## src/mms_pkg.sv

```systemverilog
package mms_pkg;
    // apb byte addresses
    localparam logic [7:0] MMS_CTRL_OFS = 8'h00;
    localparam logic [7:0] MMS_AXIS_OFS = 8'h04;
    localparam logic [7:0] MMS_CHKB_OFS = 8'h08;
    localparam logic [7:0] MMS_STAT_OFS = 8'h0C;
    localparam logic [7:0] MMS_IRQ_OFS = 8'h10;
    localparam logic [7:0] MMS_MASK_OFS = 8'h14;
    localparam logic [7:0] MMS_PROG_OFS = 8'h18;
    // channel control word: byte 100..103 mapped to lanes
    localparam int MMS_SEL_AUTO = 0;
    localparam int MMS_SEL_MBE = 1;
    localparam int MMS_SEL_JOG = 2;
    localparam int MMS_SEL_HOME = 10;
    localparam int MMS_SEL_SBL = 12;
    localparam int MMS_SKIP = 16;
    localparam int MMS_RDINH = 17;
    localparam int MMS_TEST = 18;
    localparam int MMS_START = 25;
    localparam int MMS_STOP = 27;
    localparam int MMS_RESET = 28;
    // axis word
    localparam int MMS_AX_MINUS = 6;
    localparam int MMS_AX_PLUS = 7;
    localparam int MMS_AX_DECEL = 15;
    // checkback word: byte 120 lane 0, byte 121 lane 1
    localparam int MMS_CB_AUTO = 0;
    localparam int MMS_CB_MBE = 1;
    localparam int MMS_CB_JOG = 2;
    localparam int MMS_CB_HOME = 10;
    // status byte 125
    localparam int MMS_ST_RUN = 0;
    localparam int MMS_ST_WAIT = 1;
    localparam int MMS_ST_INTR = 3;
    localparam int MMS_ST_ABORT = 4;
    // interrupt events
    localparam int MMS_EV_REFUSE = 0;
    localparam int MMS_EV_DONE = 1;
    localparam int MMS_EV_HOMED = 2;
    localparam int MMS_EV_STOP = 3;
    localparam logic [31:0] MMS_ZERO = 32'h0000_0000;
    localparam logic [3:0] MMS_BLK_CYCLES = 4'h8;
    typedef enum logic [1:0] {MMS_M_NONE, MMS_M_AUTO, MMS_M_MBE, MMS_M_HOME} mms_mode_t;
    typedef enum logic [1:0] {MMS_P_ABORT, MMS_P_RUN, MMS_P_WAIT, MMS_P_INTR} mms_prog_t;
endpackage

```

## src/mms_edge.sv

```systemverilog
`timescale 1ns/1ns
module mms_edge import mms_pkg::*; (
    input wire logic pclk, // clock
    input wire logic presetn, // async reset, low
    input wire logic lvl, // level in
    output logic rise // one-cycle pulse on rising level
);
    typedef struct packed {logic prev;} mms_edge_st_t;
    mms_edge_st_t s_q, s_d;
    always_comb
    begin
        s_d = s_q;
        s_d.prev = lvl;
    end
    always_ff @(posedge pclk or negedge presetn)
    begin
        if (!presetn)
            s_q <= '0;
        else
            s_q <= s_d;
    end
    assign rise = lvl & ~s_q.prev;
endmodule

```

## src/mms_blk.sv

```systemverilog
`timescale 1ns/1ns
module mms_blk import mms_pkg::*; (
    input wire logic pclk, // clock
    input wire logic presetn, // async reset, low
    input wire logic go, // begin one block
    input wire logic halt, // abandon current block
    output logic busy, // block executing
    output logic done // one-cycle pulse, block finished
);
    // stands in for block execution: fixed duration per block
    typedef struct packed {logic [3:0] cnt; logic busy; logic done;} mms_blk_st_t;
    mms_blk_st_t s_q, s_d;
    always_comb
    begin
        s_d = s_q;
        s_d.done = 1'b0;
        if (halt)
        begin
            s_d.busy = 1'b0;
            s_d.cnt = '0;
        end
        else if (s_q.busy)
        begin
            if (s_q.cnt == MMS_BLK_CYCLES - 4'h1)
            begin
                s_d.busy = 1'b0;
                s_d.done = 1'b1;
            end
            s_d.cnt = s_q.cnt + 4'h1;
        end
        else if (go)
        begin
            s_d.busy = 1'b1;
            s_d.cnt = '0;
        end
    end
    always_ff @(posedge pclk or negedge presetn)
    begin
        if (!presetn)
            s_q <= '0;
        else
            s_q <= s_d;
    end
    assign busy = s_q.busy;
    assign done = s_q.done;
endmodule

```

## src/mms_top.sv

```systemverilog
// Design decisions made here: the APB slave port and the register offsets.
`timescale 1ns/1ns
// Behaviour
// (RULE1) homing submode of jog offered
// (RULE2) host sets jog and homing select bits
// (RULE3) homing active sets jog and homing checkbacks
// (RULE4) direction bit starts homing approach
// (RULE5) host drives deceleration input at cam
// (RULE6) manual block entry runs on start
// (RULE7) host selects manual block entry bit
// (RULE8) manual block entry checkback when active
// (RULE9) automatic needs selected program then start
// (RULE10) host selects automatic bit
// (RULE11) stop halts automatic execution
// (RULE12) read-in inhibit withholds further blocks
// (RULE13) skip bit skips skippable blocks
// (RULE14) automatic checkback when active
// (RULE15) running, waiting, interrupted status flags
// (RULE16) test functions allowed while running
// (RULE17) mode change only in reset or stopped
// (RULE18) refused mode change raises error
// (RULE19) one checkback, only after acceptance
module mms_top import mms_pkg::*; (
    input wire logic pclk, // clock 100 MHz
    input wire logic presetn, // async reset, low
    input wire logic psel, // apb select
    input wire logic penable, // apb enable
    input wire logic pwrite, // apb direction
    input wire logic [7:0] paddr, // apb byte address
    input wire logic [31:0] pwdata, // apb write data
    output logic [31:0] prdata, // apb read data
    output logic pready, // apb ready
    output logic pslverr, // apb error
    output logic irq, // level interrupt
    output logic [1:0] axis_dir, // registered homing travel, {plus, minus}
    output logic skip_active, // skippable blocks being skipped
    output logic test_active // program test functions on
);
    typedef struct packed {
        logic [31:0] ctrl;
        logic [15:0] axis;
        mms_mode_t mode;
        mms_prog_t prog;
        logic prog_sel;
        logic homed;
        logic mode_err;
        logic [3:0] irq_st;
        logic [3:0] irq_mask;
        logic [31:0] rdata;
        logic [1:0] dir;
        logic [2:0] blocks_left;
    } mms_st_t;
    mms_st_t s_q, s_d;

    logic start_rise, blk_busy, blk_done, blk_go, blk_halt;
    logic wr, rd, addr_ok;
    mms_mode_t req_mode;

    function automatic logic mms_hit(input logic [7:0] a, input logic [7:0] ofs);
        mms_hit = (a == ofs);
    endfunction

    // requested mode decoded from select bits; homing needs both bits
    function automatic mms_mode_t mms_req(input logic [31:0] c);
        if (c[MMS_SEL_JOG] && c[MMS_SEL_HOME]) // RULE2
            mms_req = MMS_M_HOME;
        else if (c[MMS_SEL_AUTO])
            mms_req = MMS_M_AUTO;
        else if (c[MMS_SEL_MBE])
            mms_req = MMS_M_MBE;
        else
            mms_req = MMS_M_NONE;
    endfunction

    mms_edge u_start (
        .pclk(pclk),
        .presetn(presetn),
        .lvl(s_q.ctrl[MMS_START]),
        .rise(start_rise)
    );

    mms_blk u_blk (
        .pclk(pclk),
        .presetn(presetn),
        .go(blk_go),
        .halt(blk_halt),
        .busy(blk_busy),
        .done(blk_done)
    );

    assign wr = psel && penable && pwrite;
    assign rd = psel && penable && !pwrite;
    assign addr_ok = mms_hit(paddr, MMS_CTRL_OFS) || mms_hit(paddr, MMS_AXIS_OFS)
        || mms_hit(paddr, MMS_CHKB_OFS) || mms_hit(paddr, MMS_STAT_OFS)
        || mms_hit(paddr, MMS_IRQ_OFS) || mms_hit(paddr, MMS_MASK_OFS)
        || mms_hit(paddr, MMS_PROG_OFS);
    assign req_mode = mms_req(s_q.ctrl);

    // execution only advances in an accepted run mode
    assign blk_halt = (s_q.mode == MMS_M_AUTO && s_q.ctrl[MMS_STOP]) // RULE11
        || s_q.ctrl[MMS_RESET];
    assign blk_go = !blk_halt && (
        (s_q.mode == MMS_M_MBE && start_rise) // RULE6
        || (s_q.mode == MMS_M_AUTO && s_q.prog == MMS_P_RUN
            && !s_q.ctrl[MMS_RDINH])); // RULE12

    function automatic logic [31:0] mms_chkb(input mms_mode_t m);
        logic [31:0] v;
        v = MMS_ZERO;
        case (m) // RULE19
            MMS_M_AUTO: v[MMS_CB_AUTO] = 1'b1; // RULE14
            MMS_M_MBE: v[MMS_CB_MBE] = 1'b1; // RULE8
            MMS_M_HOME:
            begin
                v[MMS_CB_JOG] = 1'b1; // RULE3
                v[MMS_CB_HOME] = 1'b1;
            end
            default: v = MMS_ZERO;
        endcase
        mms_chkb = v;
    endfunction

    function automatic logic [31:0] mms_stat(input mms_prog_t p);
        logic [31:0] v;
        v = MMS_ZERO;
        case (p) // RULE15
            MMS_P_RUN: v[MMS_ST_RUN] = 1'b1;
            MMS_P_WAIT: v[MMS_ST_WAIT] = 1'b1;
            MMS_P_INTR: v[MMS_ST_INTR] = 1'b1;
            default: v[MMS_ST_ABORT] = 1'b1;
        endcase
        mms_stat = v;
    endfunction

    always_comb
    begin
        logic [3:0] ev;
        logic idle;
        ev = 4'h0;
        s_d = s_q;
        idle = (s_q.prog == MMS_P_ABORT || s_q.prog == MMS_P_INTR) && !blk_busy;
        // register writes
        if (wr && mms_hit(paddr, MMS_CTRL_OFS))
            s_d.ctrl = pwdata;
        if (wr && mms_hit(paddr, MMS_AXIS_OFS))
            s_d.axis = pwdata[15:0];
        if (wr && mms_hit(paddr, MMS_MASK_OFS))
            s_d.irq_mask = pwdata[3:0];
        if (wr && mms_hit(paddr, MMS_PROG_OFS))
            s_d.prog_sel = pwdata[0] && s_q.prog == MMS_P_ABORT;
        // mode switching
        if (req_mode != s_q.mode)
        begin
            if (idle || s_q.ctrl[MMS_RESET]) // RULE17
            begin
                s_d.mode = req_mode; // RULE19
                s_d.mode_err = 1'b0;
                s_d.homed = 1'b0;
            end
            else if (!s_q.mode_err)
            begin
                s_d.mode_err = 1'b1; // RULE18
                ev[MMS_EV_REFUSE] = 1'b1;
            end
        end
        else
            s_d.mode_err = 1'b0;
        // automatic single-block toggling is always allowed
        // homing: direction bits drive travel until the cam is reached
        s_d.dir = 2'b00;
        if (s_q.mode == MMS_M_HOME && !s_q.homed) // RULE1
        begin
            s_d.dir = {s_q.axis[MMS_AX_PLUS], s_q.axis[MMS_AX_MINUS]}; // RULE4
            if (s_q.axis[MMS_AX_DECEL] && |s_q.dir) // RULE5
            begin
                s_d.homed = 1'b1;
                s_d.dir = 2'b00;
                ev[MMS_EV_HOMED] = 1'b1;
            end
        end
        // program state
        if (s_q.ctrl[MMS_RESET])
        begin
            s_d.prog = MMS_P_ABORT;
            s_d.prog_sel = 1'b0;
        end
        else if (s_q.mode == MMS_M_AUTO)
        begin
            case (s_q.prog)
                MMS_P_ABORT, MMS_P_INTR:
                    if (start_rise && (s_q.prog_sel || s_q.prog == MMS_P_INTR)) // RULE9
                    begin
                        s_d.prog = MMS_P_RUN;
                        s_d.blocks_left = 3'h7;
                    end
                MMS_P_RUN:
                    if (s_q.ctrl[MMS_STOP]) // RULE11
                    begin
                        s_d.prog = MMS_P_INTR;
                        ev[MMS_EV_STOP] = 1'b1;
                    end
                    else if (s_q.ctrl[MMS_RDINH]) // RULE12
                        s_d.prog = MMS_P_WAIT;
                    else if (blk_done)
                    begin
                        // skipping drops two marked blocks of the program
                        if (s_q.ctrl[MMS_SKIP] && s_q.blocks_left > 3'h2) // RULE13
                            s_d.blocks_left = s_q.blocks_left - 3'h3;
                        else if (s_q.blocks_left != 3'h0)
                            s_d.blocks_left = s_q.blocks_left - 3'h1;
                        if (s_q.blocks_left <= 3'h1 || (s_q.ctrl[MMS_SKIP]
                            && s_q.blocks_left <= 3'h3))
                        begin
                            s_d.prog = MMS_P_ABORT;
                            s_d.prog_sel = 1'b0;
                            ev[MMS_EV_DONE] = 1'b1;
                        end
                        else if (s_q.ctrl[MMS_SEL_SBL])
                            s_d.prog = MMS_P_INTR;
                    end
                MMS_P_WAIT:
                    if (s_q.ctrl[MMS_STOP])
                        s_d.prog = MMS_P_INTR;
                    else if (!s_q.ctrl[MMS_RDINH])
                        s_d.prog = MMS_P_RUN;
                default: s_d.prog = MMS_P_ABORT;
            endcase
        end
        else if (s_q.mode == MMS_M_MBE && blk_done)
            ev[MMS_EV_DONE] = 1'b1;
        // sticky status: clear on read, new events win
        if (rd && mms_hit(paddr, MMS_IRQ_OFS))
            s_d.irq_st = ev;
        else
            s_d.irq_st = s_q.irq_st | ev;
        // read data registered from current state
        s_d.rdata = MMS_ZERO;
        if (rd)
        begin
            case (paddr)
                MMS_CTRL_OFS: s_d.rdata = s_q.ctrl;
                MMS_AXIS_OFS: s_d.rdata = {16'h0000, s_q.axis};
                MMS_CHKB_OFS: s_d.rdata = mms_chkb(s_q.mode);
                MMS_STAT_OFS: s_d.rdata = mms_stat(s_q.prog)
                    | {30'h0000_0000, s_q.mode_err, s_q.homed} << 8;
                MMS_IRQ_OFS: s_d.rdata = {28'h000_0000, s_q.irq_st};
                MMS_MASK_OFS: s_d.rdata = {28'h000_0000, s_q.irq_mask};
                MMS_PROG_OFS: s_d.rdata = {31'h0000_0000, s_q.prog_sel};
                default: s_d.rdata = MMS_ZERO;
            endcase
        end
    end

    always_ff @(posedge pclk or negedge presetn)
    begin
        if (!presetn)
            s_q <= '0;
        else
            s_q <= s_d;
    end

    // reads take one wait state, writes none: read data lands in rdata at the first access edge
    logic rd_q;
    logic pready_w;
    always_ff @(posedge pclk or negedge presetn)
    begin
        if (!presetn)
            rd_q <= 1'b0;
        else
            rd_q <= psel && penable && !rd_q && !pready_w;
    end
    assign pready_w = pwrite || rd_q;
    assign pready = psel && penable && pready_w;
    assign pslverr = pready && !addr_ok;
    assign prdata = s_q.rdata;
    assign irq = |(s_q.irq_st & s_q.irq_mask);
    assign axis_dir = s_q.dir;
    assign skip_active = s_q.mode == MMS_M_AUTO && s_q.ctrl[MMS_SKIP];
    assign test_active = s_q.mode == MMS_M_AUTO && s_q.ctrl[MMS_TEST]; // RULE16
endmodule

```

## config.mk

```make
export PLATFORM = sky130hd
export DESIGN_NAME = mms_top
export DESIGN_NICKNAME = d
export VERILOG_FILES = /design/src/mms_pkg.sv /design/src/mms_edge.sv /design/src/mms_blk.sv /design/src/mms_top.sv
export SDC_FILE = /design/constraint.sdc
export NUM_CORES = 1
export LEC_CHECK = 0
export ABC_AREA = 1
export BUFFER_PORTS_ARGS = -buffer_cell sky130_fd_sc_hd__buf_2
export CAP_MARGIN = 30
export CORE_UTILIZATION = 25
export DETAILED_ROUTE_END_ITERATION = 8
export GPL_ROUTABILITY_DRIVEN = 0
export PLACE_DENSITY = 0.48
export SLEW_MARGIN = 5
export SYNTH_ARGS = -nofsm -noshare
export SYNTH_HDL_FRONTEND = slang
export SYNTH_HIERARCHICAL = 1
export SYNTH_SLANG_ARGS = --single-unit
```

## constraint.sdc

```tcl
create_clock -name pclk -period 4.15 [get_ports pclk]
set_input_delay 0.2075 -clock pclk [delete_from_list [all_inputs] [get_ports pclk]]
set_output_delay 0.2075 -clock pclk [all_outputs]
set_load 0.01 [all_outputs]
```

# == Word-level counts from Yosys, hierarchy flattened ==
# Cells that the tools add are included.
# W data, S select, Z words.
# classes
n_addsub,3
n_mul,0
div,0
n_lt_le_gt_ge,3
eq_ne,23
shift,0
muxes,75
bitwise,6
n_reduce_logical,62
# ops
op,n
$pmux W32 S7,1
$mux W1,45
$mux W32,1
$logic_and A1 B1 Y1,28
$mux W3,9
$mux W2,13
$eq A8 B5 Y1 const B,3
$eq A8 B4 Y1 const B,2
$mux W5,3
$logic_or A1 B1 Y1,13
$or A5 B10 Y10,1
$eq A2 B2 Y1 const B,4
$eq A8 B3 Y1 const B,1
$logic_not A1 Y1,8
$logic_not A8 Y1,1
$reduce_and A8 Y1,1
$ne A2 B2 Y1 const B,3
$ne A6 B5 Y1 const B,1
$pmux W2 S3,1
$pmux W3 S2,1
$reduce_bool A3 Y1,2
$ne A5 B4 Y1 const B,1
$reduce_and A5 Y1,1
$add A4 B1 Y4 const B,1
23 further kinds,27
# totals
regBits,108
latch_bits,0
mem_bits_rw,0
romBits,0
mem_count,0

# == Depth between registers and ports, before layout ==
# Gate-level depths: netlist of the first run.
# depth
word_depth,12
mapped_depth,12

# == Modules after synthesis ==
# Netlist of the first run, hierarchy kept.
# by_module_without_submodules
module,instances,cells_per_inst,area_each_um2
mms_top,1,585,4959.8
mms_blk,1,34,290.3
mms_edge,1,3,35.0

# == Worst setup path before layout of the first run ==
# Ideal clock, no wire load.
# synth_timing
kind,reg-to-reg
start,reg s_q[49] (netlist name)
end,reg u_blk/s_q[4] (netlist name)
setup_time_ns,0.119
arrival_ns,1.430
required_time_ns,4.031
setup_slack_ns,2.601
stages_incl_launch_ff,13
path_buffers,1
cell_sequence,dfrtp_1 > inv_1 > ha_1 > buf_2 > inv_1 > nor2_1 > nand2_1 > a21oi_1 > nor2_2 > nand2_2 > inv_2 > nand2_1 > o21ai_2
# synth_between
elab_chain_cells,6
# synth_rtl
item,line,rtl
from (decl),mms_top.sv:53,"mms_st_t s_q, s_d;"
from (signal assigned),mms_top.sv:257,s_q <= '0;
from (signal assigned),mms_top.sv:259,s_q <= s_d;
$eq A2 B1 Y1,mms_top.sv:104,|| (s_q.mode == MMS_M_AUTO && s_q.prog == MMS_P_RUN
$logic_and A1 B1 Y1,mms_top.sv:104,
$logic_and A1 B1 Y1,mms_top.sv:105,&& !s_q.ctrl[MMS_RDINH]));
$logic_or A1 B1 Y1,mms_top.sv:104,
$logic_and A1 B1 Y1,mms_top.sv:102,assign blk_go = !blk_halt && (
named net blk_go,mms_top.sv:55,"logic start_rise, blk_busy, blk_done, blk_go, blk_halt;"
$reduce_bool A3 Y1 (no source line),n/a,
to (signal assigned),mms_blk.sv:40,s_q <= '0;
to (signal assigned),mms_blk.sv:42,s_q <= s_d;
to (decl),mms_blk.sv:12,"mms_blk_st_t s_q, s_d;"
# The timed path passes the listed nets, and every way through them passes these cells.
# A chain may end at the register's enable or synchronous reset.

# == Final worst setup path of the first run ==
# Ends and elaborated chain as after synthesis.

==> run summary, run 1 <==
Status: finished clean
Crit Path Max Fanout: 11
Lkg Pwr: 3.082 nW
CTS tree: done
Warnings, synthesis: 6
Worst Path Class, Setup: reg -> reg
CTS max path bufs: 2
Vias per cell: 4.188
Die area: 21730 µm²
Initial core utilization: 25.79%
FF+latch count, synth: 108
Worst slew margin: 55.91%
H-tree levels: 3
Final net count: 726
Ant diodes: 0
DR vias: 3958
Drt pass-1 iters: 4
Hold Path Class: in -> reg
Net Count, Synth: 678
Post-Syn Instances: 622
Setup ws final: 2.254 ns
First-pass GRT wire length: 21.45 mm
CTS root buf: clkbuf_16
# fillers: 2235
Fmax: 527.5 MHz
Post-synthesis cell type count: 34
Number of global-route vias before repair: 3967
Critical path required time: 4.40 ns
Port Buf Inserts: 83
Mapped Area: 5285 µm²
Hpwl dp: 9.315 mm
Main synth FF type: dfrtp_1
Layout cells sized above 1: 20.30%
Post-Route Hold Slack: 0.09111 ns
Synth-to-Final Area Change: 14.68%
TritonCTS Buffers: 9
Pre-CTS setup slack: 2.214 ns
Final non-filler cell area: 6061 µm²
Critical path launch point type: register
Post-synth EDFFs: 0
Initial drt markers: 214
RSZ-0062 raised after global routing: false
Largest net degree at the start of global routing: 54
Pwr dens: 351.1 nW/µm²
Syn_area_per_cell: 8.497 µm²
Worst slew pin tran: 0.6608 ns
DRT antenna net count: 0
Critical Path AT: 2.14 ns
Vert. Die Dim: 147.4 µm
Clk slew on worst S/H paths: 0.08 ns
Total congestion overflow: 0
Initial antenna violation count: 0
Total track usage: 12.83%
Sequential share of the synthesized area: 51.14%
Final Setup Violations: 0
Avg WL per Cell: 13.70 µm
Die width: 147.4 µm
Post-placement cell area: 5717 µm²
Fin Clk Skew: 0.008449 ns
Commonest non-fill, non-tap cells in the layout: 163 x nand2_1, 108 x dfrtp_1, 82 x buf_2, 70 x nor2_1, 64 x inv_1
Slew Limit Fails: 0
Std-Cell Rows: 52
Fraction of registers with async set/reset: 100.0%
Critical Path End Type: register
Period utilization: 45.68%
Most common cell after layout, fill and taps aside: nand2_1
Setup TNS: 0 ns
WL final: 12.94 mm
Fin. Hold Viols: 0
CORE AREA: 20490 µm²
Clk sinks: 108
Clk Latency, worst-skew pair: 0.35 ns
# DRC: 0
Minimum clock period: 1.896 ns
Num ports: 84
Max cap viols: 0
Peak supply drop: 190.6 µV
[cells by family (layout without fill, tap and decap cells)]
logic type / after synthesis / count (layout) / synth area share (%)
AO/OA/AOI/OAI: 71 / 71 / 7.055
XOR/XNOR: 2 / 2 / 0.3315
adder cells (fa/ha/maj): 11 / 11 / 2.604
buffers and inverters: 120 / 173 / 11.53
flip-flops: 108 / 108 / 51.14
multiplexers: 11 / 11 / 2.912
AND/OR/NAND/NOR: 299 / 299 / 24.43
[area by class of cell]
class / count / area [µm²] / area share, %
Clock inverter: 4 / 97.59 / 1.610
Clock buffer: 12 / 236.5 / 3.902
Inverter: 70 / 262.8 / 4.335
Multi-Input combinational cell: 394 / 1973 / 32.56
Sequential cell: 108 / 2703 / 44.59
Tap cell: 270 / 337.8 / 5.574
Timing Repair Buffer: 87 / 450.4 / 7.432
[synthesized netlist by cell type, types with 7 or more instances]
cell type  count  area, µm²
nand2_1      163      611.8
dfrtp_1      108       2703
nor2_1        70      262.8
inv_1         64      240.2
o21ai_0       47      235.2
buf_4         36      270.3
nand3_1       28      140.1
a21oi_1       13      65.06
ha_1          11      137.6
nor3_1         9      45.04
mux2_4         8      120.1
nand4_1        8      50.05
buf_2          7      35.03
nand2_2        7      43.79
[metrics by stage]
step                total power (W)  std cells  util [%]
finish                     0.002128        945     29.57
global route               0.002222        945     29.57
CTS                        0.002165        945     29.57
detailed placement         0.001178        928     27.89
global placement           0.001178        928     27.89
floorplan                  0.001117        622         -
[flip-flops by register name, indices dropped and copies added, names as in the netlist]
name,flops
s_q,66
prdata,32
u_blk/s_q,4
axis_dir,2
rd_q,1
u_blk/busy,1
u_blk/done,1
u_start/s_q,1
[worst max-delay path, cell delays in order, from the launching register on]
cell and delay (ns):
dfrtp_1 0.42, inv_1 0.09, ha_1 0.42, inv_1 0.14
nor2_1 0.17, nand2_1 0.08, a21oi_1 0.16, nor2_2 0.06
nand2_2 0.07, inv_2 0.05, nand2_1 0.07, o21ai_2 0.05
[path summary, 6_finish.rpt]
path	from	end	slack (ns)	depth (start not counted)
max	s_q[49]$_DFFE_PN0P_	u_blk/s_q[4]$_DFFE_PN0P_	2.25	11
min	pwdata[21]	s_q[89]$_DFFE_PN0P_	0.09	2
max reg2reg	s_q[49]$_DFFE_PN0P_	u_blk/s_q[4]$_DFFE_PN0P_	2.25	11
min reg2reg	s_q[93]$_DFFE_PN0P_	u_start/s_q$_DFF_PN0_	0.46	0
max in group asynchronous	presetn	prdata[18]$_DFF_PN0_	2.78	3
min in group asynchronous	presetn	s_q[71]$_DFFE_PN0P_	0.39	2
[report_power, final]
| part | switching (W) | internal [W] |
|---|---|---|
| clock | 0.000381 | 0.000591 |
| sequential | 0.00000646 | 0.00106 |
| combinational | 0.0000583 | 0.0000295 |
| total | 0.000446 | 0.00168 |
[metal layers]
layer	part of all wire [%]	track usage, %	wire (µm)	vias up
li1	-	-	-	2004
met1	49	17.45	6289	1865
met2	45	19.81	5884	87
met3	5.6	4.043	731	2
met4	0.29	3.041	38	0
met5	0	0	0	-
[what timing repair did]
action | 4_1_cts | 5_1_grt
endpoints found under the hold margin | 39 | 0
setup buffers | 0 | 0
hold buffers | 1 | 0
gates resized for setup | 0 | 0
Note: power is estimated with default switching activity, not from simulation.
==> run 2, diff against run 1 <==
Clock period 4.15 ns to 1.9 ns, I/O delays scaled along.
==> run 2 against run 1 <==
- count of clock-buffer cells in the layout decreased by 1
- fmax increased by 11%
- worst setup slack got worse by 2.1 ns
- clock skew decreased by 0.00073 ns
- clock power increased by 92%
- combinational power increased to 2.6 times the previous value
- die area unchanged
- design area increased by 4.0%
- critical endpoint is now s_q[49]$_DFFE_PN0P_
- highest routed layer unchanged
==> run summary, run 2 (same netlist as run 1, synthesis figures left out) <==
Worst slew pin tran: 0.5629 ns
Worst path most repeated cell: nand2_1
Post-Route Hold Slack: 0.01504 ns
Vias per cell: 4.138
# DRC: 0
Die width: 147.4 µm
FF+latch area: 2704 µm²
Crit Path Max Fanout: 5
CTS tree: done
Worst slew margin: 62.34%
Final Setup Violations: 0
Most common cell after layout, fill and taps aside: nand2_1
WL final: 12.88 mm
Lkg Pwr: 3.199 nW
Status: finished clean
Multi-input logic area: 1976 µm²
Hold Path Stages: 3
Max cap viols: 0
Drt pass-1 iters: 4
Period utilization: 89.82%
Critical Path End Type: register
Clk Latency, worst-skew pair: 0.36 ns
Peak supply drop: 432.5 µV
First-pass GRT wire length: 21.23 mm
Num ports: 84
Slew Limit Fails: 0
Final Non-Filler Cells: 975
Critical Path AT: 1.96 ns
Ant diodes: 0
Fin. Hold Viols: 0
FF-to-FF setup slack: 0.19 ns
Post-placement cell count: 939
Crit-path max cell delay: 0.42 ns
Number of global-route vias before repair: 4061
Vert. Die Dim: 147.4 µm
DRT antenna net count: 0
Final net count: 756
Avg WL per Cell: 13.21 µm
Minimum clock period: 1.707 ns
Critical path required time: 2.15 ns
Initial drt markers: 226
Worst path cell trace: inv_1 > ha_1 > inv_1 > nor2_1 > a21oi_1 > nand4_1 > nand2_1 > nor2_1 > nand2_1 > nand2_1
DR vias: 4035
Layout cells sized above 1: 21.42%
Most flop-heavy register: s_q
Hpwl dp: 9.230 mm
Pre-CTS setup slack: 0.1878 ns
# fillers: 2191
Setup bufs post-CTS: 0
Largest net degree at the start of global routing: 41
Setup TNS: 0 ns
Max FFs per register: 66
Pwr dens: 702.2 nW/µm²
Critical path launch point type: register
FF-to-FF path depth: 10
CORE AREA: 20490 µm²
Total track usage: 12.61%
Std-Cell Rows: 52
Commonest non-fill, non-tap cells in the layout: 163 x nand2_1, 107 x dfrtp_1, 82 x buf_2, 70 x nor2_1, 64 x inv_1
Initial core utilization: 25.79%
Worst Path Class, Setup: reg -> reg
CTS max path bufs: 2
Setup ws final: 0.1934 ns
Fin Clk Skew: 0.007719 ns
Total congestion overflow: 0
H-tree levels: 3
Initial antenna violation count: 0
Clk sinks: 108
CTS root buf: clkbuf_16
Synth-to-Final Area Change: 19.22%
Crit-path slowest cell: dfrtp_1
RSZ-0062 raised after global routing: false
Die area: 21730 µm²
Final core occ: 30.74%
TritonCTS Buffers: 9
Clk slew on worst S/H paths: 0.07 ns
Fmax: 585.9 MHz
Port Buf Inserts: 83
Hold Path Class: in -> reg
run 2: cell types whose count changed in the layout (fill, tap and decap cells not counted), sizes merged:
cell,before,now
clkinv,1,4
buf,86,97
bufinv,3,1
clkbuf,12,11
dlygate4sd3,1,20
run 2: layout make-up:
type | count | share of cell area, %
inverters | 70 | 4.170
clock buffers | 11 | 3.693
multi-input cells | 394 | 31.35
flip-flops and latches | 108 | 42.91
repair buffers | 117 | 11.68
clock inverters | 5 | 0.8340
well taps | 270 | 5.361
run 2: power by group:
| group | total [W] | leakage, nW | switching (W) | internal, W |
|---|---|---|---|---|
| Combinational | 0.000228 | 1.60 | 0.000132 | 0.0000955 |
| Clock | 0.00187 | 0.139 | 0.000849 | 0.00102 |
| Sequential | 0.00233 | 1.46 | 0.0000135 | 0.00232 |
| Total | 0.00442 | 3.20 | 0.000994 | 0.00343 |
run 2: worst max-delay path: cells and delay by family, from the launching register on:
family | cells | cell delay [ns]
fa+ha+maj | 1 | 0.18
buf+inv | 2 | 0.16
flops | 1 | 0.42
simple gates | 6 | 0.54
compound gates | 1 | 0.30
run 2: stage by stage:
stage	cell area, µm²	total power, W
global placement	5812	0.002578
CTS	6297	0.004499
finish	6301	0.004425
global route	6301	0.004604
detailed placement	5812	0.002579
floorplan	5285	0.002440
run 2: routing by layer:
metal | vias up | global-route usage (%) | routed length (µm)
met5 | - | 0 | 0
met2 | 83 | 19.86 | 5792
met4 | 0 | 3.093 | 125
li1 | 2065 | - | -
met1 | 1877 | 16.85 | 6325
met3 | 10 | 3.827 | 640
run 2: path summary, 6_finish.rpt:
kind	end	from
setup / recovery	s_q[49]$_DFFE_PN0P_	s_q[1]$_DFFE_PN0P_
hold / removal	s_q[65]$_DFFE_PN0P_	pwdata[13]
setup reg to reg	s_q[49]$_DFFE_PN0P_	s_q[1]$_DFFE_PN0P_
hold reg to reg	u_start/s_q$_DFF_PN0_	s_q[93]$_DFFE_PN0P_
max in group asynchronous	s_q[0]$_DFFE_PN0P_	presetn
min in group asynchronous	s_q[40]$_DFFE_PN0P_	presetn
run 2: what timing repair did:
| item | in CTS | in global routing |
|---|---|---|
| setup endpoints to repair | 0 | 4 |
| gates resized for setup | 0 | 2 |
| hold endpoints to repair | 52 | 0 |
| hold buffers | 20 | 0 |
